File: config.mk
export PLATFORM = sky130hd
export DESIGN_NAME = fctc_config
export DESIGN_NICKNAME = d
export VERILOG_FILES = /design/src/inc/fctc_pkg.sv /design/src/rtl/fctc_line_watch.sv /design/src/rtl/fctc_config.sv
export VERILOG_INCLUDE_DIRS = /design/src /design/src/inc
export SDC_FILE = /design/constraint.sdc
export NUM_CORES = 1
export LEC_CHECK = 0
export ABC_CLOCK_PERIOD_IN_PS = 4450
export BUFFER_PORTS_ARGS = -buffer_cell sky130_fd_sc_hd__buf_2
export CAP_MARGIN = 0
export CELL_PAD_IN_SITES_DETAIL_PLACEMENT = 1
export CELL_PAD_IN_SITES_GLOBAL_PLACEMENT = 1
export CORE_ASPECT_RATIO = 0.6
export CORE_MARGIN = 2
export CORE_UTILIZATION = 40
export DETAILED_ROUTE_END_ITERATION = 8
export GPL_TIMING_DRIVEN = 1
export MAX_ROUTING_LAYER = met4
export PLACE_DENSITY_LB_ADDON = 0.05
export SLEW_MARGIN = 20
export SYNTH_ARGS = -nofsm -noshare
export SYNTH_HDL_FRONTEND = slang
export SYNTH_SLANG_ARGS = --single-unit
File: constraint.sdc
create_clock -name core_clk -period 4.45 [get_ports core_clk]
set_clock_uncertainty 0.15 [all_clocks]
set_input_delay 0.89 -clock core_clk [delete_from_list [all_inputs] [get_ports core_clk]]
set_output_delay 0.89 -clock core_clk [all_outputs]
set_load 0.01 [all_outputs]
File: src/inc/fctc_defines.svh
`ifndef FCTC_DEFINES_SVH
`define FCTC_DEFINES_SVH

// Register pointer values
`define FCTC_REG_FLASH_CUR 8'hb0
`define FCTC_REG_TMO_ILIM 8'hc0

// Reset contents
`define FCTC_RST_FLASH_CUR 8'hdd
`define FCTC_RST_TMO_ILIM 7'h6f

// Field layout
`define FCTC_LED1_LSB 0
`define FCTC_LED2_LSB 4
`define FCTC_LED_W 4
`define FCTC_TMO_LSB 0
`define FCTC_TMO_W 5
`define FCTC_ILIM_LSB 5
`define FCTC_ILIM_W 2
`define FCTC_DUR_USED_W 7

// Current step of one source, in microamps
`define FCTC_I_STEP_UA 56250
// Steps of one source at a given code: code plus one
`define FCTC_STEP_OFFSET 5'h01

// Peak switch current limits, in units of 100 mA
`define FCTC_ILIM_CODE0 6'h0e
`define FCTC_ILIM_CODE1 6'h15
`define FCTC_ILIM_CODE2 6'h1b
`define FCTC_ILIM_CODE3 6'h20

// Flash timeout granularity
`define FCTC_TMO_STEP_MS 32
`define FCTC_CLK_HZ 20000000
`define FCTC_TMO_STEP_CYC ((`FCTC_TMO_STEP_MS * `FCTC_CLK_HZ) / 1000)
`define FCTC_TMO_CYC_W 25

// Serial framing
`define FCTC_BYTE_BITS 4'h8
`define FCTC_ADDR_DEFAULT 7'h53

`endif

File: src/inc/fctc_pkg.sv
`include "fctc_defines.svh"

package fctc_pkg;

	// Serial slave sequencing
	typedef enum logic [3:0] {
		FCTC_IDLE,
		FCTC_ADDR,
		FCTC_ADDR_ACK,
		FCTC_PTR,
		FCTC_PTR_ACK,
		FCTC_WDATA,
		FCTC_WDATA_ACK,
		FCTC_RDATA,
		FCTC_RDATA_ACK
	} fctc_state_t;

	// Number of 56.25 mA steps delivered by one source for a code
	function automatic logic [4:0] fctc_steps(input logic [3:0] code);
		fctc_steps = {1'b0, code} + `FCTC_STEP_OFFSET;
	endfunction : fctc_steps

endpackage : fctc_pkg

File: src/rtl/fctc_line_watch.sv
`timescale 1ns/100ps

// Watches the two serial lines and flags clock edges and bus conditions
module fctc_line_watch (
	input wire logic core_clk, // System clock
	input wire logic rstn, // Asynchronous reset, active low
	input wire logic scl, // Serial clock level
	input wire logic sda_in, // Serial data level
	output logic scl_rise, // Serial clock went high
	output logic scl_fall, // Serial clock went low
	output logic start_seen, // Data fell while clock high
	output logic stop_seen // Data rose while clock high
);
	logic scl_prev; // Clock level one cycle ago
	logic sda_prev; // Data level one cycle ago

	// Idle bus is high on both lines, so reset to high avoids a false clock rise or stop
	always_ff @(posedge core_clk or negedge rstn) begin
		if (!rstn) begin
			scl_prev <= 1'b1;
			sda_prev <= 1'b1;
		end else begin
			scl_prev <= scl;
			sda_prev <= sda_in;
		end
	end

	// Edge and condition decode
	always_comb begin
		scl_rise = scl & ~scl_prev;
		scl_fall = ~scl & scl_prev;
		start_seen = scl & scl_prev & sda_prev & ~sda_in;
		stop_seen = scl & scl_prev & ~sda_prev & sda_in;
	end

endmodule : fctc_line_watch

File: src/rtl/fctc_config.sv
`timescale 1ns/100ps
`include "fctc_defines.svh"

module fctc_config
	import fctc_pkg::*;
#(
	parameter logic [6:0] SLAVE_ADDR = `FCTC_ADDR_DEFAULT, // Serial slave address
	parameter int unsigned TMO_STEP_CYCLES = `FCTC_TMO_STEP_CYC // Cycles per 32 ms step
) (
	input wire logic core_clk, // System clock, 20 MHz
	input wire logic rstn, // Asynchronous reset, active low
	input wire logic scl, // Serial clock from host
	input wire logic sda_in, // Serial data level seen on pin
	output logic sda_out, // Serial data drive value, always low
	output logic sda_oe, // High while pulling data low
	output logic [3:0] led1_flash_code, // LED1 flash current select
	output logic [3:0] led2_flash_code, // LED2 flash current select
	output logic [4:0] led1_flash_steps, // LED1 current in 56.25 mA steps
	output logic [4:0] led2_flash_steps, // LED2 current in 56.25 mA steps
	output logic [5:0] total_flash_steps, // Combined current in 56.25 mA steps
	output logic [4:0] timeout_sel, // Flash timeout select
	output logic [`FCTC_TMO_CYC_W-1:0] timeout_cycles, // Flash timeout in clock cycles
	output logic [1:0] ilim_sel, // Switch current limit select
	output logic [5:0] ilim_deciamps // Switch peak limit in 100 mA units
);
	logic scl_rise; // Sample point for incoming bits
	logic scl_fall; // Change point for outgoing bits
	logic start_seen; // Start or repeated start
	logic stop_seen; // Stop

	fctc_state_t state, next_state; // Slave sequencer
	logic [3:0] bit_cnt, next_bit_cnt; // Bits moved in current byte
	logic [7:0] shreg, next_shreg; // Byte shifter
	logic [7:0] ptr, next_ptr; // Register pointer
	logic rw, next_rw; // High for a read transfer
	logic next_sda_oe; // Data pull-down
	logic [7:0] flash_current_select, next_flash_current_select; // Both LED current codes
	logic [6:0] flash_timeout_and_current_limit, next_flash_timeout_and_current_limit; // Timeout and limit
	logic [7:0] rd_byte; // Byte presented on a read
	logic [4:0] next_led1_steps, next_led2_steps; // Decoded step counts
	logic [5:0] next_total_steps; // Combined step count
	logic [`FCTC_TMO_CYC_W-1:0] next_timeout_cycles; // Decoded timeout
	logic [5:0] next_ilim_deciamps; // Decoded limit

	fctc_line_watch u_line_watch (
		.core_clk(core_clk),
		.rstn(rstn),
		.scl(scl),
		.sda_in(sda_in),
		.scl_rise(scl_rise),
		.scl_fall(scl_fall),
		.start_seen(start_seen),
		.stop_seen(stop_seen)
	);

	// Read mux; the unused top bit of the duration register reads zero
	always_comb begin
		unique case (ptr)
			`FCTC_REG_FLASH_CUR: rd_byte = flash_current_select;
			`FCTC_REG_TMO_ILIM: rd_byte = {1'b0, flash_timeout_and_current_limit};
			default: rd_byte = 8'h00;
		endcase
	end

	// Serial slave and register writes
	always_comb begin
		next_state = state;
		next_bit_cnt = bit_cnt;
		next_shreg = shreg;
		next_ptr = ptr;
		next_rw = rw;
		next_sda_oe = sda_oe;
		next_flash_current_select = flash_current_select;
		next_flash_timeout_and_current_limit = flash_timeout_and_current_limit;
		if (stop_seen) begin
			// Stop always frees the bus
			next_state = FCTC_IDLE;
			next_sda_oe = 1'b0;
		end else if (start_seen) begin
			// A repeated start restarts address reception, pointer kept
			next_state = FCTC_ADDR;
			next_bit_cnt = 4'h0;
			next_sda_oe = 1'b0;
		end else if (scl_rise) begin
			unique case (state)
				FCTC_ADDR, FCTC_PTR, FCTC_WDATA: begin
					// Incoming bits arrive MSB first
					next_shreg = {shreg[6:0], sda_in};
					next_bit_cnt = bit_cnt + 4'h1;
				end
				FCTC_RDATA: begin
					next_bit_cnt = bit_cnt + 4'h1;
				end
				FCTC_RDATA_ACK: begin
					// Host not acknowledging ends the read
					if (sda_in) begin
						next_state = FCTC_IDLE;
					end
				end
				default: begin
				end
			endcase
		end else if (scl_fall) begin
			unique case (state)
				FCTC_ADDR: begin
					if (bit_cnt == `FCTC_BYTE_BITS) begin
						if (shreg[7:1] == SLAVE_ADDR) begin
							next_sda_oe = 1'b1;
							next_rw = shreg[0];
							next_state = FCTC_ADDR_ACK;
						end else begin
							// Another device is addressed; stay off the bus
							next_state = FCTC_IDLE;
						end
					end
				end
				FCTC_ADDR_ACK, FCTC_RDATA_ACK: begin
					next_bit_cnt = 4'h0;
					if (rw) begin
						// Present the first bit of the byte, MSB first
						next_shreg = rd_byte;
						next_sda_oe = ~rd_byte[7];
						next_state = FCTC_RDATA;
					end else begin
						next_sda_oe = 1'b0;
						next_state = FCTC_PTR;
					end
				end
				FCTC_PTR: begin
					if (bit_cnt == `FCTC_BYTE_BITS) begin
						next_ptr = shreg;
						next_sda_oe = 1'b1;
						next_state = FCTC_PTR_ACK;
					end
				end
				FCTC_PTR_ACK, FCTC_WDATA_ACK: begin
					next_sda_oe = 1'b0;
					next_bit_cnt = 4'h0;
					next_state = FCTC_WDATA;
				end
				FCTC_WDATA: begin
					if (bit_cnt == `FCTC_BYTE_BITS) begin
						// Whole byte only; unknown pointers are acked but dropped
						if (ptr == `FCTC_REG_FLASH_CUR) begin
							next_flash_current_select = shreg;
						end
						if (ptr == `FCTC_REG_TMO_ILIM) begin
							next_flash_timeout_and_current_limit = shreg[`FCTC_DUR_USED_W-1:0];
						end
						next_ptr = ptr + 8'h01;
						next_sda_oe = 1'b1;
						next_state = FCTC_WDATA_ACK;
					end
				end
				FCTC_RDATA: begin
					if (bit_cnt == `FCTC_BYTE_BITS) begin
						// Release for the host acknowledge, then move on
						next_sda_oe = 1'b0;
						next_ptr = ptr + 8'h01;
						next_state = FCTC_RDATA_ACK;
					end else begin
						next_shreg = {shreg[6:0], 1'b0};
						next_sda_oe = ~shreg[6];
					end
				end
				default: begin
				end
			endcase
		end
	end

	// Slave and register state
	always_ff @(posedge core_clk or negedge rstn) begin
		if (!rstn) begin
			state <= FCTC_IDLE;
			bit_cnt <= 4'h0;
			shreg <= 8'h00;
			ptr <= 8'h00;
			rw <= 1'b0;
			sda_oe <= 1'b0;
			flash_current_select <= `FCTC_RST_FLASH_CUR;
			flash_timeout_and_current_limit <= `FCTC_RST_TMO_ILIM;
		end else begin
			state <= next_state;
			bit_cnt <= next_bit_cnt;
			shreg <= next_shreg;
			ptr <= next_ptr;
			rw <= next_rw;
			sda_oe <= next_sda_oe;
			flash_current_select <= next_flash_current_select;
			flash_timeout_and_current_limit <= next_flash_timeout_and_current_limit;
		end
	end

	// Field decode toward the analog side; registered so outputs never glitch
	always_comb begin
		next_led1_steps = fctc_steps(flash_current_select[`FCTC_LED1_LSB +: `FCTC_LED_W]);
		next_led2_steps = fctc_steps(flash_current_select[`FCTC_LED2_LSB +: `FCTC_LED_W]);
		next_total_steps = {1'b0, next_led1_steps} + {1'b0, next_led2_steps};
		// Product stays under 2^25 for every code at the default step
		next_timeout_cycles = `FCTC_TMO_CYC_W'((32'(flash_timeout_and_current_limit[`FCTC_TMO_LSB +: `FCTC_TMO_W])
			+ 32'd1) * TMO_STEP_CYCLES);
		unique case (flash_timeout_and_current_limit[`FCTC_ILIM_LSB +: `FCTC_ILIM_W])
			2'b00: next_ilim_deciamps = `FCTC_ILIM_CODE0;
			2'b01: next_ilim_deciamps = `FCTC_ILIM_CODE1;
			2'b10: next_ilim_deciamps = `FCTC_ILIM_CODE2;
			2'b11: next_ilim_deciamps = `FCTC_ILIM_CODE3;
		endcase
	end

	// Decoded outputs; they lag the register by one cycle
	always_ff @(posedge core_clk or negedge rstn) begin
		if (!rstn) begin
			led1_flash_steps <= 5'h00;
			led2_flash_steps <= 5'h00;
			total_flash_steps <= 6'h00;
			timeout_cycles <= '0;
			ilim_deciamps <= 6'h00;
		end else begin
			led1_flash_steps <= next_led1_steps;
			led2_flash_steps <= next_led2_steps;
			total_flash_steps <= next_total_steps;
			timeout_cycles <= next_timeout_cycles;
			ilim_deciamps <= next_ilim_deciamps;
		end
	end

	// Raw fields straight from the register flops; data drive value tied low
	always_comb begin
		sda_out = 1'b0;
		led1_flash_code = flash_current_select[`FCTC_LED1_LSB +: `FCTC_LED_W];
		led2_flash_code = flash_current_select[`FCTC_LED2_LSB +: `FCTC_LED_W];
		timeout_sel = flash_timeout_and_current_limit[`FCTC_TMO_LSB +: `FCTC_TMO_W];
		ilim_sel = flash_timeout_and_current_limit[`FCTC_ILIM_LSB +: `FCTC_ILIM_W];
	end

endmodule : fctc_config

==> results.md <==
Run status:
- The flow ran to the end, and the final reports show no timing, DRC or antenna violations.

Clocking:
- The number of clock buffers added by TritonCTS is 9.
- The total number of clock tree sinks is 78.
- The post-CTS clock slew at the launch and capture registers of the worst setup and hold paths is around 0.06 ns.
- The root buffer cell chosen for the clock tree is sky130_fd_sc_hd__clkbuf_16.
- The TritonCTS clock tree is yes.
- The H-tree was split into 3 levels.
- The clock insertion delay at the later pin of the skew report is 0.34 ns.
- Once the clock tree was built, the setup fixing pass inserted 0 buffers.
- The buffer depth of the longest clock path is 2.
- The number of hold-repair buffers added at the cts stage is 0.
- The post-cts gate resize count is 0.

Setup path:
- The endpoint identified for the worst register-to-register timing path is timeout_cycles[24].
- The arrival time reported for the critical path endpoint is about 4.2 ns.
- The minimum setup slack among reg-to-reg paths is 0.40 ns.
- The capturing instance or port of the critical path is timeout_cycles[24].
- The number of buffers and inverters on the critical path is 3.
- The kind of start point of the critical path is a flop.
- For the worst setup path, the data required time is ~4.6 ns.
- The critical path crosses 14 cells after its start point.
- The sort of element at the end of the critical path is a flop.
- The worst register-to-register path has a depth of 14.
- Along the worst path, the maximum fanout reaches 10.
- Tracing the worst setup path back leads to its startpoint at flash_timeout_and_current_limit[0].
- The worst setup path is of the flop to flop kind.
- In this run the critical register-to-register path is launched from flash_timeout_and_current_limit[0].
- The signal on the critical path passes through inv_1 -> ha_1 -> inv_1 -> ha_1 -> xor2_1 -> fa_1 -> inv_1 -> ha_1 -> fa_1 -> a21o_1 -> a211oi_2 -> o21ai_0 -> o21ai_0 -> xnor2_1.
- For this run, the slowest stage of the critical path takes about 0.65 ns.
- The slowest stage of the critical path is the sky130_fd_sc_hd__dfstp_2 cell.
- In this design, the largest share of critical-path delay is due to adder cells.

Power:
- In this run the static leakage power is 0.00274 uW.
- The power per unit of standard cell area is approximately 360 mW/mm^2.
- Across the VDD grid, the largest voltage drop is ~0.17 mV.

Timing:
- The setup TNS is 0 ns.
- The normalized max-slew margin is between 50% and 60%.
- The part of the cycle the worst path needs is a little over 90%.
- The final-report hold violation count is 0.
- Counting I/O delays and the setup requirement, the final critical path takes between 4 and 5 ns.
- Static timing analysis puts the maximum clock frequency at approximately 250 MHz.
- Setup repair after global routing left no endpoint under its margin.
- The number of pins exceeding their max-slew limit in the final report is 0.
- The number of setup violations in the final report is 0.
- The least setup slack across all paths after layout is between 0.3 and 0.4 ns.
- For the pin with the worst max-slew slack, the measured transition is around 0.73 ns.

Place:
- The count of buffers added on input and output ports is 56.
- Once placement finished, the instance area stood at 0.00497 mm^2.
- In this run, placement finished with an instance count of around 620.
- Summed over all nets, the half-perimeter wirelength after detailed placement is just under 9000 um.
- The global placement routability congestion is 0.839.
- At the placement stage, the worst setup path has a slack of around 0.28 ns.

Drt:
- The via total after detailed routing is 3327.
- The detail route stage leaves a number of antenna-violating nets equal to 0.
- The average detailed-routed wire length per instance is approximately 18 um.
- For this block, the initial DRC count from the detailed router was 196.
- The final layout contains routed wiring with a total length of approximately 12000 um.
- The number of iterations in the first detailed-routing pass is 4.
- After detailed routing, the number of vias per cell comes to roughly 5.3.
- For this run, design rule violations remaining after detail routing come to 0.

Cells and area:
- The final instance area is between 0.005 and 0.006 mm^2.
- Leaving out fill and tap cells, the most frequent cells in the layout are sky130_fd_sc_hd__dfrtp_1, sky130_fd_sc_hd__buf_2, sky130_fd_sc_hd__ha_1.
- The number of nets in the layout is 535.
- The synthesis-to-finish area growth is 15.4%.
- Leaving out fill and tap cells, the most frequent cell in the layout is sky130_fd_sc_hd__dfrtp_1.
- The layout cell share with drive strength beyond 1 is between 20% and 30%.
- The number of standard cells in the layout, taps in and fillers out is around 630.
- 0 antenna diodes ended up in the layout.
- The filler cells instantiated in the layout total about 1300.

Yosys:
- Of all flip-flops after synthesis, the portion carrying an async set or reset was 100%.
- The instance count of the mapped netlist is 428.
- Counting distinct cell types in the post-synthesis netlist gives 56.
- By area the synthesized netlist is led by sky130_fd_sc_hd__dfrtp_1, sky130_fd_sc_hd__ha_1, sky130_fd_sc_hd__dfstp_2.
- After synthesis the cells add up to 0.00460 mm^2.
- The sequential element share of the synthesized area is between 40% and 50%.
- The synthesized design contains 78 register bits.
- The largest total area in the synthesized netlist belongs to sky130_fd_sc_hd__dfrtp_1.
- Yosys mapped a number of flops with a built-in enable equal to 0.
- The Yosys step of the flow raised 0 warnings.
- The area share of the largest cell type after synthesis is between 30% and 40%.
- The leading register cell type out of synthesis is sky130_fd_sc_hd__dfrtp_1.
- Dividing the synthesized area by the synthesized cell count gives 10.7 um^2.

GRT:
- The number of antenna violations at the first check in global routing was 0.
- The largest net degree at the start of global routing is 79.
- The via count of the first global-routing pass is approximately 3400.
- The first global-routing pass estimated ~19000 um of wire.
- Summed over all layers, the global routing overflow is 0.
- The combined global-route utilization of all metal layers is 20.7%.

Floorplanning:
- For this design the top-level I/O count stands at 68.
- In this run the vertical extent of the chip is slightly below 90 um.
- The die covers 0.0124 mm^2.
- The floorplan has 30 rows.
- The placeable core region is 0.0113 mm^2.
- The die is ~140 um wide.
- The effective utilization at floorplan is 40.8%.

Worst hold path:
- The worst hold path belongs to the class flop to flop.

Flow run:
- The tool flagged a number of max-cap violations equal to 0.
[worst min path at each step]
stage	startpoint	endpoint	slack, ns	depth (start not counted)
floorplan	flash_current_select[4]	led2_flash_steps[0]	0.34	1
global route	flash_current_select[0]	led1_flash_steps[0]	0.42	1
CTS	flash_current_select[4]	led2_flash_steps[0]	0.39	1
finish	sda_oe	sda_oe	0.38	2
detailed placement	flash_current_select[4]	led2_flash_steps[0]	0.38	1
global placement	ptr[1]	ptr[1]	0.37	2
[final cells by class]
class,instances,area [um^2],area share (%)
timing repair buffer,59,309,5.82
clock inverter,6,93.8,1.77
clock buffer,10,229,4.32
multi-input combinational,307,2420,45.7
tap,144,180,3.40
inverter,27,101,1.91
sequential,78,1970,37.1
[worst reg2reg max path, delay by kind of cell (launching register included)]
family          cells  cell delay, ns
compound gates      4            0.76
xor+xnor            2            0.31
flops               1            0.65
fa+ha+maj           5            1.86
buf+inv             3            0.27
[state kept, by name, indices dropped and copies added (netlist names)]
signal                           cells
led1_flash_steps                     5
flash_current_select                 8
total_flash_steps                    6
state                                4
timeout_cycles                      15
bit_cnt                              4
ptr                                  8
shreg                                8
u_line_watch.scl_prev                1
u_line_watch.sda_prev                1
flash_timeout_and_current_limit      7
rw                                   1
ilim_deciamps                        4
sda_oe                               1
led2_flash_steps                     5
[Yosys cell counts, types with 2 or more instances]
cell,number
sky130_fd_sc_hd__a211oi_1,3
sky130_fd_sc_hd__a21o_1,7
sky130_fd_sc_hd__a21oi_1,16
sky130_fd_sc_hd__a22oi_1,8
sky130_fd_sc_hd__a31oi_1,3
sky130_fd_sc_hd__and2_1,3
sky130_fd_sc_hd__and3_1,11
sky130_fd_sc_hd__and3b_1,3
sky130_fd_sc_hd__buf_2,3
sky130_fd_sc_hd__buf_4,14
sky130_fd_sc_hd__clkbuf_1,9
sky130_fd_sc_hd__dfrtp_1,64
sky130_fd_sc_hd__dfstp_2,14
sky130_fd_sc_hd__fa_1,6
sky130_fd_sc_hd__ha_1,43
sky130_fd_sc_hd__inv_1,27
sky130_fd_sc_hd__mux2_2,25
sky130_fd_sc_hd__mux2i_1,6
sky130_fd_sc_hd__nand2_1,22
sky130_fd_sc_hd__nand2b_1,8
sky130_fd_sc_hd__nand3_1,12
sky130_fd_sc_hd__nand3b_1,4
sky130_fd_sc_hd__nand4_4,2
sky130_fd_sc_hd__nor2_1,19
sky130_fd_sc_hd__nor2b_1,4
sky130_fd_sc_hd__nor3_1,9
sky130_fd_sc_hd__nor4b_1,2
sky130_fd_sc_hd__o21ai_0,29
sky130_fd_sc_hd__o22ai_1,2
sky130_fd_sc_hd__o41ai_1,2
sky130_fd_sc_hd__or2_2,3
sky130_fd_sc_hd__or3_1,2
sky130_fd_sc_hd__xnor2_1,11
sky130_fd_sc_hd__xor2_1,10
[kinds of logic (layout without fill, tap and decap cells)]
group                    Yosys count  count (layout)  synth area share (%)
AND/OR/NAND/NOR                  112             112                  14.2
AO/OA/AOI/OAI                     82              82                  11.3
flip-flops                        78              78                  42.8
buffers and inverters             53             102                  5.55
adder cells (fa/ha/maj)           49              49                  14.3
multiplexers                      32              32                  7.76
XOR/XNOR                          21              21                  4.00
other                              1              11                0.0816
[per-stage QoR]
stage | hold WS, ns | util [%] | power, uW
2_1_floorplan | 0.335 | - | 1020
3_3_place_gp | 0.372 | 44.1 | 1090
3_5_place_dp | 0.377 | 44.1 | 1100
4_1_cts | 0.388 | 47.0 | 1920
5_1_grt | 0.420 | 47.1 | 2000
6_report | 0.383 | 47.1 | 1900
[layer usage]
layer	track usage [%]	share of wire [%]
met1	32.1	55
met4	4.59	0.78
met2	27.1	40
met3	4.62	4.2
met5	-	0
[power by group]
part	switching, uW	leakage, uW	total, uW	internal [uW]
clock	314	0.000153	809	496
sequential	70.2	0.000976	813	742
combinational	167	0.00161	276	110
total	550	0.00274	1900	1350
Power figures use the tool's default switching activity.
